`src/design/iepp_pkg.sv`:
```
/*
  Shared constants for the interrupt enable, priority and pin interrupt block:
  special-function register addresses, bit positions, masks and vectors.
  Assumes an 8-bit special-function register space addressed by the CPU core.
*/
package iepp_pkg;
  localparam int N_SRC = 11;
  localparam logic [7:0] RST_BYTE = 8'h00;
  localparam logic PIN_IDLE = 1'b1;

  // Register addresses
  localparam logic [7:0] A_TIMER_PIN_CTRL = 8'h88;
  localparam logic [7:0] A_PEND_FLAGS_TWO = 8'h95;
  localparam logic [7:0] A_P1_WAKE_EN = 8'h96;
  localparam logic [7:0] A_IRQ_EN_ONE = 8'hA8;
  localparam logic [7:0] A_IRQ_EN_TWO = 8'hA9;
  localparam logic [7:0] A_PRIO_LO_ONE = 8'hB8;
  localparam logic [7:0] A_PRIO_HI_ONE = 8'hB9;
  localparam logic [7:0] A_PRIO_LO_TWO = 8'hBA;
  localparam logic [7:0] A_PRIO_HI_TWO = 8'hBB;

  // Control register bits
  localparam int TC_TYPE0 = 0;
  localparam int TC_EDGE0 = 1;
  localparam int TC_TYPE1 = 2;
  localparam int TC_EDGE1 = 3;
  localparam int TC_TF0 = 5;
  localparam int TC_TF1 = 7;
  // Pending flag and enable register bits
  localparam int FL_TF3 = 0;
  localparam int FL_P1 = 1;
  localparam int FL_PIN2 = 2;
  localparam int FL_CONV = 4;
  localparam int FL_TOUCH = 5;
  localparam int FL_LVD = 7;
  localparam int IE_GATE = 7;
  localparam int EN2_PIN2 = 2;
  localparam int EN1_PIN0 = 0;
  localparam int EN1_PIN1 = 2;

  // Write masks: clearable flag bits, implemented enable and priority bits
  localparam logic [7:0] FL_RW_MASK = 8'h37;
  localparam logic [7:0] EN_ONE_MASK = 8'hBF;
  localparam logic [7:0] BANK_ONE_MASK = 8'h3F;
  localparam logic [7:0] BANK_TWO_MASK = 8'h1F;

  // Source indices, in vector order
  localparam int SRC_PIN0 = 0;
  localparam int SRC_TMR0 = 1;
  localparam int SRC_PIN1 = 2;
  localparam int SRC_TMR1 = 3;
  localparam int SRC_UART = 4;
  localparam int SRC_TMR2 = 5;
  localparam int SRC_TMR3 = 6;
  localparam int SRC_P1 = 7;
  localparam int SRC_PIN2 = 8;
  localparam int SRC_CONV = 9;
  localparam int SRC_SPI = 10;

  localparam logic [N_SRC-1:0][15:0] IRQ_VEC = {
    16'h005B, 16'h0053, 16'h004B, 16'h0043, 16'h003B, 16'h002B,
    16'h0023, 16'h001B, 16'h0013, 16'h000B, 16'h0003};

  typedef logic [1:0] iepp_lvl_t;
endpackage

```
`src/design/iepp_ctrl.sv`:
```
/*
  Interrupt enable, four-level priority, pin interrupt flags and stop wake.
  Assumes the CPU core drives a synchronous register port, pulses ack on
  service entry and ret on return; all pins are synchronous to clk_in.
*/
// Functional notes
// - Second-bank enables gate the serial, converter/touch, pin-two, port-one change and timer-three requests.
// - The pin-two enable also enables stop wake, which ignores the global gate.
// - Each priority is a high and low bit pair, 00 lowest to 11 highest.
// - First priority pair: timer two, uart, timer one, pin one, timer zero, pin zero from bit 5 down.
// - Second priority pair: serial, converter/touch, pin two, port-one change, timer three from bit 4 down.
// - Pin zero, pin one, pin two and port-one change all interrupt and can wake from stop.
// - Pins zero and one are low-level triggered with type 0 and falling-edge with type 1.
// - Pin two triggers on a falling edge; port one on any change of a wake-enabled pin.
// - Pin zero and one edge flags set on a falling edge regardless of enable and clear on service entry.
// - The pin-two flag sets on a falling edge regardless of enable and clears on service entry.
// - Writing 0 to a pending-register flag other than low voltage clears it, writing 1 leaves it.
// - The port-one change flag sets on a change of a wake-enabled pin, ignores its enable, clears on entry.
// - A request is served unless equal or higher level is in service; higher preempts lower.
// - Vectors are 0043 port one, 004B pin two, 0053 converter/touch, 005B serial, 003B timer three.
// - Each port-one pin has its own wake enable; a disabled pin is ignored.
`timescale 1ns/1ps
module iepp_ctrl
  import iepp_pkg::*;
(
  // Clock and reset
  input wire logic clk_in,
  input wire logic rst_b_in,
  // Register port
  input wire logic [7:0] sfr_addr_in,
  input wire logic sfr_wr_in,
  input wire logic [7:0] sfr_wdata_in,
  output logic [7:0] sfr_rdata_out,
  // Pins
  input wire logic pin_zero_in,
  input wire logic pin_one_in,
  input wire logic pin_two_in,
  input wire logic [7:0] port_one_in,
  // Peripheral events
  input wire logic tmr0_ovf_in,
  input wire logic tmr1_ovf_in,
  input wire logic tmr3_ovf_in,
  input wire logic uart_req_in,
  input wire logic tmr2_req_in,
  input wire logic spi_req_in,
  input wire logic conv_done_in,
  input wire logic touch_done_in,
  input wire logic low_voltage_in,
  // CPU core
  input wire logic irq_ack_in,
  input wire logic irq_ret_in,
  output logic irq_req_out,
  output logic [15:0] irq_vector_out,
  output iepp_pkg::iepp_lvl_t irq_level_out,
  output logic stop_wake_out
);
  import iepp_pkg::*;

  logic [7:0] timer_and_pin_int_control, pending_flags_two, irq_enable_bank_two;
  logic [7:0] irq_enable_bank_one, port_one_pin_wake_en;
  logic [7:0] priority_low_bank_one, priority_high_bank_one;
  logic [7:0] priority_low_bank_two, priority_high_bank_two;
  logic [2:0] pin_prev;
  logic [7:0] port_one_prev;
  logic [3:0] in_service;
  logic [3:0] gnt_idx;
  logic [7:0] next_timer_and_pin_int_control, next_flags, next_en2, next_en1, next_wake;
  logic [7:0] next_pl1, next_ph1, next_pl2, next_ph2, next_rdata;
  logic [3:0] next_in_service, next_gnt_idx;
  logic next_req, next_wake_out;
  logic [15:0] next_vector;
  iepp_lvl_t next_level, top_lvl;
  logic [N_SRC-1:0] req_raw, req_en, en_all;
  logic [N_SRC-1:0][1:0] lvl_all;
  logic pick_valid, eligible, wr_flags;
  logic [3:0] pick_idx;
  iepp_lvl_t pick_lvl;
  logic fall0, fall1, fall2, p1_change, serviced;

  assign fall0 = pin_prev[0] & ~pin_zero_in;
  assign fall1 = pin_prev[1] & ~pin_one_in;
  assign fall2 = pin_prev[2] & ~pin_two_in;
  assign p1_change = |((port_one_in ^ port_one_prev) & port_one_pin_wake_en);
  assign serviced = irq_req_out & irq_ack_in;
  assign wr_flags = sfr_wr_in && sfr_addr_in == A_PEND_FLAGS_TWO;

  // Per-source enable and level, both banks in vector order
  assign en_all = {irq_enable_bank_two[4:0], irq_enable_bank_one[5:0]};
  generate
    for (genvar g = 0; g < N_SRC; g++) begin : g_lvl
      if (g < SRC_TMR3) begin : g_one
        assign lvl_all[g] = {priority_high_bank_one[g], priority_low_bank_one[g]};
      end else begin : g_two
        assign lvl_all[g] = {priority_high_bank_two[g-SRC_TMR3], priority_low_bank_two[g-SRC_TMR3]};
      end
    end
  endgenerate

  always_comb begin
    req_raw = '0;
    req_raw[SRC_PIN0] = timer_and_pin_int_control[TC_TYPE0] ? timer_and_pin_int_control[TC_EDGE0]
                                                            : ~pin_zero_in;
    req_raw[SRC_TMR0] = timer_and_pin_int_control[TC_TF0];
    req_raw[SRC_PIN1] = timer_and_pin_int_control[TC_TYPE1] ? timer_and_pin_int_control[TC_EDGE1]
                                                            : ~pin_one_in;
    req_raw[SRC_TMR1] = timer_and_pin_int_control[TC_TF1];
    req_raw[SRC_UART] = uart_req_in;
    req_raw[SRC_TMR2] = tmr2_req_in;
    req_raw[SRC_TMR3] = pending_flags_two[FL_TF3];
    req_raw[SRC_P1] = pending_flags_two[FL_P1];
    req_raw[SRC_PIN2] = pending_flags_two[FL_PIN2];
    req_raw[SRC_CONV] = pending_flags_two[FL_CONV] | pending_flags_two[FL_TOUCH];
    req_raw[SRC_SPI] = spi_req_in;
    req_en = req_raw & en_all & {N_SRC{irq_enable_bank_one[IE_GATE]}};
  end

  iepp_prio_pick #(.N(N_SRC)) u_pick (
    .req_in(req_en),
    .lvl_in(lvl_all),
    .valid_out(pick_valid),
    .idx_out(pick_idx),
    .lvl_out(pick_lvl)
  );

  always_comb begin
    top_lvl = 2'h0;
    for (int i = 0; i < 4; i++) begin
      if (in_service[i]) begin
        top_lvl = 2'(i);
      end
    end
    eligible = pick_valid && (in_service == 4'h0 || pick_lvl > top_lvl);
  end

  // Register writes, hardware flags and service bookkeeping
  always_comb begin
    next_timer_and_pin_int_control = timer_and_pin_int_control;
    next_flags = pending_flags_two;
    next_en1 = irq_enable_bank_one;
    next_en2 = irq_enable_bank_two;
    next_wake = port_one_pin_wake_en;
    next_pl1 = priority_low_bank_one;
    next_ph1 = priority_high_bank_one;
    next_pl2 = priority_low_bank_two;
    next_ph2 = priority_high_bank_two;
    if (sfr_wr_in) begin
      case (sfr_addr_in)
        A_TIMER_PIN_CTRL: next_timer_and_pin_int_control = sfr_wdata_in;
        A_P1_WAKE_EN: next_wake = sfr_wdata_in;
        A_IRQ_EN_ONE: next_en1 = sfr_wdata_in & EN_ONE_MASK;
        A_IRQ_EN_TWO: next_en2 = sfr_wdata_in & BANK_TWO_MASK;
        A_PRIO_LO_ONE: next_pl1 = sfr_wdata_in & BANK_ONE_MASK;
        A_PRIO_HI_ONE: next_ph1 = sfr_wdata_in & BANK_ONE_MASK;
        A_PRIO_LO_TWO: next_pl2 = sfr_wdata_in & BANK_TWO_MASK;
        A_PRIO_HI_TWO: next_ph2 = sfr_wdata_in & BANK_TWO_MASK;
        default: next_timer_and_pin_int_control = timer_and_pin_int_control;
      endcase
    end
    if (wr_flags) begin
      next_flags = pending_flags_two & (sfr_wdata_in | ~FL_RW_MASK);
    end
    // Auto-clear on service entry; level-mode pin requests have no flag to clear
    if (serviced) begin
      case (int'(gnt_idx))
        SRC_PIN0: next_timer_and_pin_int_control[TC_EDGE0] = 1'b0;
        SRC_PIN1: next_timer_and_pin_int_control[TC_EDGE1] = 1'b0;
        SRC_TMR0: next_timer_and_pin_int_control[TC_TF0] = 1'b0;
        SRC_TMR1: next_timer_and_pin_int_control[TC_TF1] = 1'b0;
        SRC_P1: next_flags[FL_P1] = 1'b0;
        SRC_PIN2: next_flags[FL_PIN2] = 1'b0;
        default: next_flags = next_flags;
      endcase
    end
    // Sets come last so an event in the clearing cycle is kept
    next_timer_and_pin_int_control[TC_EDGE0] = next_timer_and_pin_int_control[TC_EDGE0] | fall0;
    next_timer_and_pin_int_control[TC_EDGE1] = next_timer_and_pin_int_control[TC_EDGE1] | fall1;
    next_timer_and_pin_int_control[TC_TF0] = next_timer_and_pin_int_control[TC_TF0] | tmr0_ovf_in;
    next_timer_and_pin_int_control[TC_TF1] = next_timer_and_pin_int_control[TC_TF1] | tmr1_ovf_in;
    next_flags[FL_PIN2] = next_flags[FL_PIN2] | fall2;
    next_flags[FL_P1] = next_flags[FL_P1] | p1_change;
    next_flags[FL_TF3] = next_flags[FL_TF3] | tmr3_ovf_in;
    next_flags[FL_CONV] = next_flags[FL_CONV] | conv_done_in;
    next_flags[FL_TOUCH] = next_flags[FL_TOUCH] | touch_done_in;
    next_flags[FL_LVD] = low_voltage_in;

    next_in_service = in_service;
    if (irq_ret_in && in_service != 4'h0) begin
      next_in_service[top_lvl] = 1'b0;
    end
    if (serviced) begin
      next_in_service[irq_level_out] = 1'b1;
    end
    // Request drops the cycle after the ack so one grant is never taken twice
    next_req = eligible && !serviced;
    next_gnt_idx = pick_idx;
    next_vector = IRQ_VEC[pick_idx];
    next_level = pick_lvl;
    // Stop wake ignores the global gate
    next_wake_out = (irq_enable_bank_one[EN1_PIN0] & ~pin_zero_in) | (irq_enable_bank_one[EN1_PIN1] & ~pin_one_in)
                  | (irq_enable_bank_two[EN2_PIN2] & ~pin_two_in) | p1_change;
  end

  always_comb begin
    case (sfr_addr_in)
      A_TIMER_PIN_CTRL: next_rdata = timer_and_pin_int_control;
      A_PEND_FLAGS_TWO: next_rdata = pending_flags_two;
      A_P1_WAKE_EN: next_rdata = port_one_pin_wake_en;
      A_IRQ_EN_ONE: next_rdata = irq_enable_bank_one;
      A_IRQ_EN_TWO: next_rdata = irq_enable_bank_two;
      A_PRIO_LO_ONE: next_rdata = priority_low_bank_one;
      A_PRIO_HI_ONE: next_rdata = priority_high_bank_one;
      A_PRIO_LO_TWO: next_rdata = priority_low_bank_two;
      A_PRIO_HI_TWO: next_rdata = priority_high_bank_two;
      default: next_rdata = RST_BYTE;
    endcase
  end

  always_ff @(posedge clk_in or negedge rst_b_in) begin
    if (!rst_b_in) begin
      timer_and_pin_int_control <= RST_BYTE;
      pending_flags_two <= RST_BYTE;
      irq_enable_bank_one <= RST_BYTE;
      irq_enable_bank_two <= RST_BYTE;
      port_one_pin_wake_en <= RST_BYTE;
      priority_low_bank_one <= RST_BYTE;
      priority_high_bank_one <= RST_BYTE;
      priority_low_bank_two <= RST_BYTE;
      priority_high_bank_two <= RST_BYTE;
      pin_prev <= {3{PIN_IDLE}};
      port_one_prev <= RST_BYTE;
      in_service <= 4'h0;
      gnt_idx <= 4'h0;
      irq_req_out <= 1'b0;
      irq_vector_out <= 16'h0000;
      irq_level_out <= 2'h0;
      stop_wake_out <= 1'b0;
      sfr_rdata_out <= RST_BYTE;
    end else begin
      timer_and_pin_int_control <= next_timer_and_pin_int_control;
      pending_flags_two <= next_flags;
      irq_enable_bank_one <= next_en1;
      irq_enable_bank_two <= next_en2;
      port_one_pin_wake_en <= next_wake;
      priority_low_bank_one <= next_pl1;
      priority_high_bank_one <= next_ph1;
      priority_low_bank_two <= next_pl2;
      priority_high_bank_two <= next_ph2;
      pin_prev <= {pin_two_in, pin_one_in, pin_zero_in};
      port_one_prev <= port_one_in;
      in_service <= next_in_service;
      gnt_idx <= next_gnt_idx;
      irq_req_out <= next_req;
      irq_vector_out <= next_vector;
      irq_level_out <= next_level;
      stop_wake_out <= next_wake_out;
      sfr_rdata_out <= next_rdata;
    end
  end
endmodule

```
`src/design/iepp_prio_pick.sv`:
```
/*
  Combinational picker: highest level wins, lowest index wins a tie.
  Assumes requests are already gated by enables and indexed in vector order.
*/
`timescale 1ns/1ps
module iepp_prio_pick #(
  parameter int N = 11
) (
  // Requests and their levels
  input wire logic [N-1:0] req_in,
  input wire logic [N-1:0][1:0] lvl_in,
  // Winner
  output logic valid_out,
  output logic [3:0] idx_out,
  output logic [1:0] lvl_out
);
  always_comb begin
    valid_out = 1'b0;
    idx_out = 4'h0;
    lvl_out = 2'h0;
    // Walk downward so an equal level at a lower index replaces the winner
    for (int i = N - 1; i >= 0; i--) begin
      if (req_in[i] && (!valid_out || lvl_in[i] >= lvl_out)) begin
        valid_out = 1'b1;
        idx_out = 4'(i);
        lvl_out = lvl_in[i];
      end
    end
  end
endmodule

```
`config.mk`:
```
export PLATFORM = sky130hd
export DESIGN_NAME = iepp_ctrl
export DESIGN_NICKNAME = d
export VERILOG_FILES = /design/src/design/iepp_pkg.sv /design/src/design/iepp_ctrl.sv /design/src/design/iepp_prio_pick.sv
export SDC_FILE = /design/constraint.sdc
export NUM_CORES = 1
export LEC_CHECK = 0
export ABC_AREA = 1
export ABC_CLOCK_PERIOD_IN_PS = 9500
export BUFFER_PORTS_ARGS = -buffer_cell sky130_fd_sc_hd__buf_2
export CAP_MARGIN = 5
export CORE_ASPECT_RATIO = 0.8
export CORE_MARGIN = 4
export CORE_UTILIZATION = 54
export CTS_BUF_LIST = sky130_fd_sc_hd__clkbuf_2 sky130_fd_sc_hd__clkbuf_4 sky130_fd_sc_hd__clkbuf_8
export DETAILED_ROUTE_END_ITERATION = 12
export PLACE_DENSITY_LB_ADDON = 0.12
export SYNTH_ARGS = -nofsm -noshare
export SYNTH_HDL_FRONTEND = slang
export SYNTH_SLANG_ARGS = --single-unit
```
`constraint.sdc`:
```
create_clock -name clk_in -period 9.5 [get_ports clk_in]
set_input_delay 1.425 -clock clk_in [delete_from_list [all_inputs] [get_ports clk_in]]
set_output_delay 1.425 -clock clk_in [all_outputs]
set_load 0.02 [all_outputs]
```
==> summary.txt <==
final worst-path setup slack: -0.809 ns
number of synthesized register bits: 92
Seq pwr share: 47.1%
Clock transition at path regs: 0.10 ns
Comb power frac: 23.0%
Peak Freq: 0.0970 GHz
top cells by area, synth: dfrtp_1 (43%), nand2_1 (9.3%), inv_1 (7.7%)
cell area after placement: 5960 um2
total congestion overflow: 0
share of layout cells above drive strength 1: 35.7%
Net Sw Frac: 31.4%
clk_lat worst skew: 0.37 ns
Post-CTS Hold Buffers: 0
number of inserted diodes: 0
xor and xnor area share after synthesis: 0.335%
fin cells: 914
EDFF count, synth: 0
PD cells: 134 nW/um2
CTS root buffer: clkbuf_8
drt first pass iters: 6
crit path max fanout: 6
Netlist cell types: 47
# IOs: 69
# placed instances: 854
CTS Sinks: 92
final WL: 15.6 mm
Tmin final: 10.31 ns
vias in the first global route: 4883
Nets: 858
Adder-Cell Fraction of Synth Area: 5.50%
Synth Instances: 650
largest net degree at the start of global routing: 61
antenna-violating nets left: 0
Mapped Area: 5230 um2
final setup vio count: 11
CP Capture Type: flip-flop
clk buf depth: 2
Vias: 5055
Final Power: 0.924 mW
asr flop ratio synth: 100%
hpwl dp: 10.9 mm
Synth top area share: 42.6%
largest family of logic cells by synthesized area: simple AND/OR/NAND/NOR gates
Final Hold Fails: 0
core area: 9230 um2
initial drt markers: 452
failing checks: setup timing
crit path max-delay cell type: ha_1
die area: 11300 um2
clock group share of total power: 30.0%
RSZ-0062 raised after global routing: yes
peak supply drop: 0.000102 V
DRC viols: 0
Ys Warns: 0
register area share after synthesis: 44.1%
port bufs: 58
Synth area leader: dfrtp_1
Synth-to-Final Area Change: 31.5%
WL/cell: 17.1 um
pre-CTS setup slack: -1.15 ns
Tcrit/Tclk final: 109%
global-route wire length before repair: 24.5 mm
initial antenna violation count: 0
syn avg cell area: 8.05 um2
max_cap viols: 0
Switch Pwr: 0.290 mW
Num CTS Buffers: 9
GRT Util Overall: 27.6%
Synth Area in Simple Gates: 23.8%
skew final: 0.0141 ns
CP arrival: 10.58 ns
CTS tree: yes
Compound-Gate Fraction of Synth Area: 15.3%
multi-input logic area: 2790 um2
Leak: 3.47 nW
worst-margin pin slew: 0.847 ns
Int Pwr: 0.634 mW
CP Launch Type: input port
Die W: 118 um
Placement Rows: 31
Top FF cell, synth: dfrtp_1
Starting Density: 56.7%
CP max stage delay: 0.33 ns
fillcell total: 690
Post-Layout Inst Area: 6880 um2
Final Slew Violations: 0
GP Congestion: 0.931
vias per cell: 5.53
worst setup path class: in2reg
die span in y: 96.0 um
leading cell type in the layout, fill and taps excluded: nand2_1
most frequent cells in the layout: nand2_1 (109), inv_1 (100), dfrtp_1 (89)
Critical Path RT: 9.77 ns
Max-slew headroom: 43.4%
HP Class: reg2reg
FF/Latch Area: 2310 um2
mux contribution to synthesized area: 0%
status: finished with violations
htree depth: 3
-- routing by layer --
layer | wire, um | track usage (%)
met2 | 7270 | 45.0
met3 | 1090 | 4.05
met4 | 463 | 10.1
met5 | 0 | 0
met1 | 6780 | 38.0
-- through the flow --
| step | utilization, % | setup TNS [ns] | hold slack (ns) |
|---|---|---|---|
| finish | 74.5 | -5.58 | 0.485 |
| global route | 74.5 | -11.18 | 0.519 |
| CTS | 71.2 | -2.78 | 0.485 |
| detailed placement | 64.6 | -9.70 | 0.460 |
| global placement | 64.6 | -5.05 | 0.461 |
| floorplan | - | -2.38 | 0.442 |
-- cell type report --
type,count,share of cell area (%)
clock buffers,10,1.91
flip-flops and latches,92,33.5
repair buffers,144,14.4
well taps,115,2.09
clock inverters,6,1.09
inverters,115,6.49
multi-input cells,432,40.5
-- worst max-delay path: cells and delay by family --
family	cells	cell delay (ns)
AND/OR/NAND/NOR	38	3.51
buffers and inverters	10	0.69
adder cells (fa/ha/maj)	11	2.98
AO/OA/AOI/OAI	21	1.97
-- power groups by stage --
stage	sequential, mW	clock (mW)	combinational [mW]
2_1_floorplan	0.444	0	0.0972
3_3_place_gp	0.440	0	0.160
3_5_place_dp	0.441	0	0.166
4_1_cts	0.434	0.280	0.189
5_1_grt	0.438	0.295	0.232
6_report	0.435	0.277	0.212
-- flip-flops by register name, indices dropped and copies added (netlist names) --
register	flops
pending_flags_two	6
stop_wake_out	1
priority_high_bank_one	6
priority_low_bank_one	6
port_one_pin_wake_en	8
irq_req_out	1
pin_prev	3
gnt_idx	4
in_service	4
irq_level_out	2
irq_vector_out	5
irq_enable_bank_two	5
priority_low_bank_two	5
irq_enable_bank_one	7
port_one_prev	8
priority_high_bank_two	5
timer_and_pin_int_control	8
sfr_rdata_out	8
-- cell families after synthesis --
group / Yosys count
flops: 92
buf+inv: 135
simple gates: 257
other cells: 2
fa+ha+maj: 23
xor+xnor: 2
compound gates: 139
-- synth_stat cells (6+ instances only) --
library cell and instances:
o21ai_0 76, buf_4 11, o22ai_1 21, nor3_1 6
ha_1 23, inv_1 108, nor2_1 45, nand2_1 129
nand2_4 7, nand2_2 16, nand3_1 21, a21oi_1 15
nand3_2 8, clkbuf_1 6, dfrtp_1 89
-- final timing paths --
path | startpoint | to | slack, ns | cells after the start
hold / removal | timer_and_pin_int_control[6] | timer_and_pin_int_control[6] | 0.49 | 2
setup reg to reg | irq_enable_bank_two[4] | irq_req_out | -0.10 | 79
min in group asynchronous | rst_b_in | port_one_prev[6] | 0.98 | 1
max in group asynchronous | rst_b_in | irq_vector_out[3] | 7.42 | 2
hold reg to reg | timer_and_pin_int_control[6] | timer_and_pin_int_control[6] | 0.49 | 2
setup / recovery | spi_req_in | irq_req_out | -0.81 | 80
-- what timing repair did --
item                                   CTS  global route
pin swaps                               60            66
endpoints found under the hold margin    0             0
resized for setup                       40            44
buffers inserted                        29            18
setup endpoints to repair               11            11
Power figures use the tool's default switching activity.
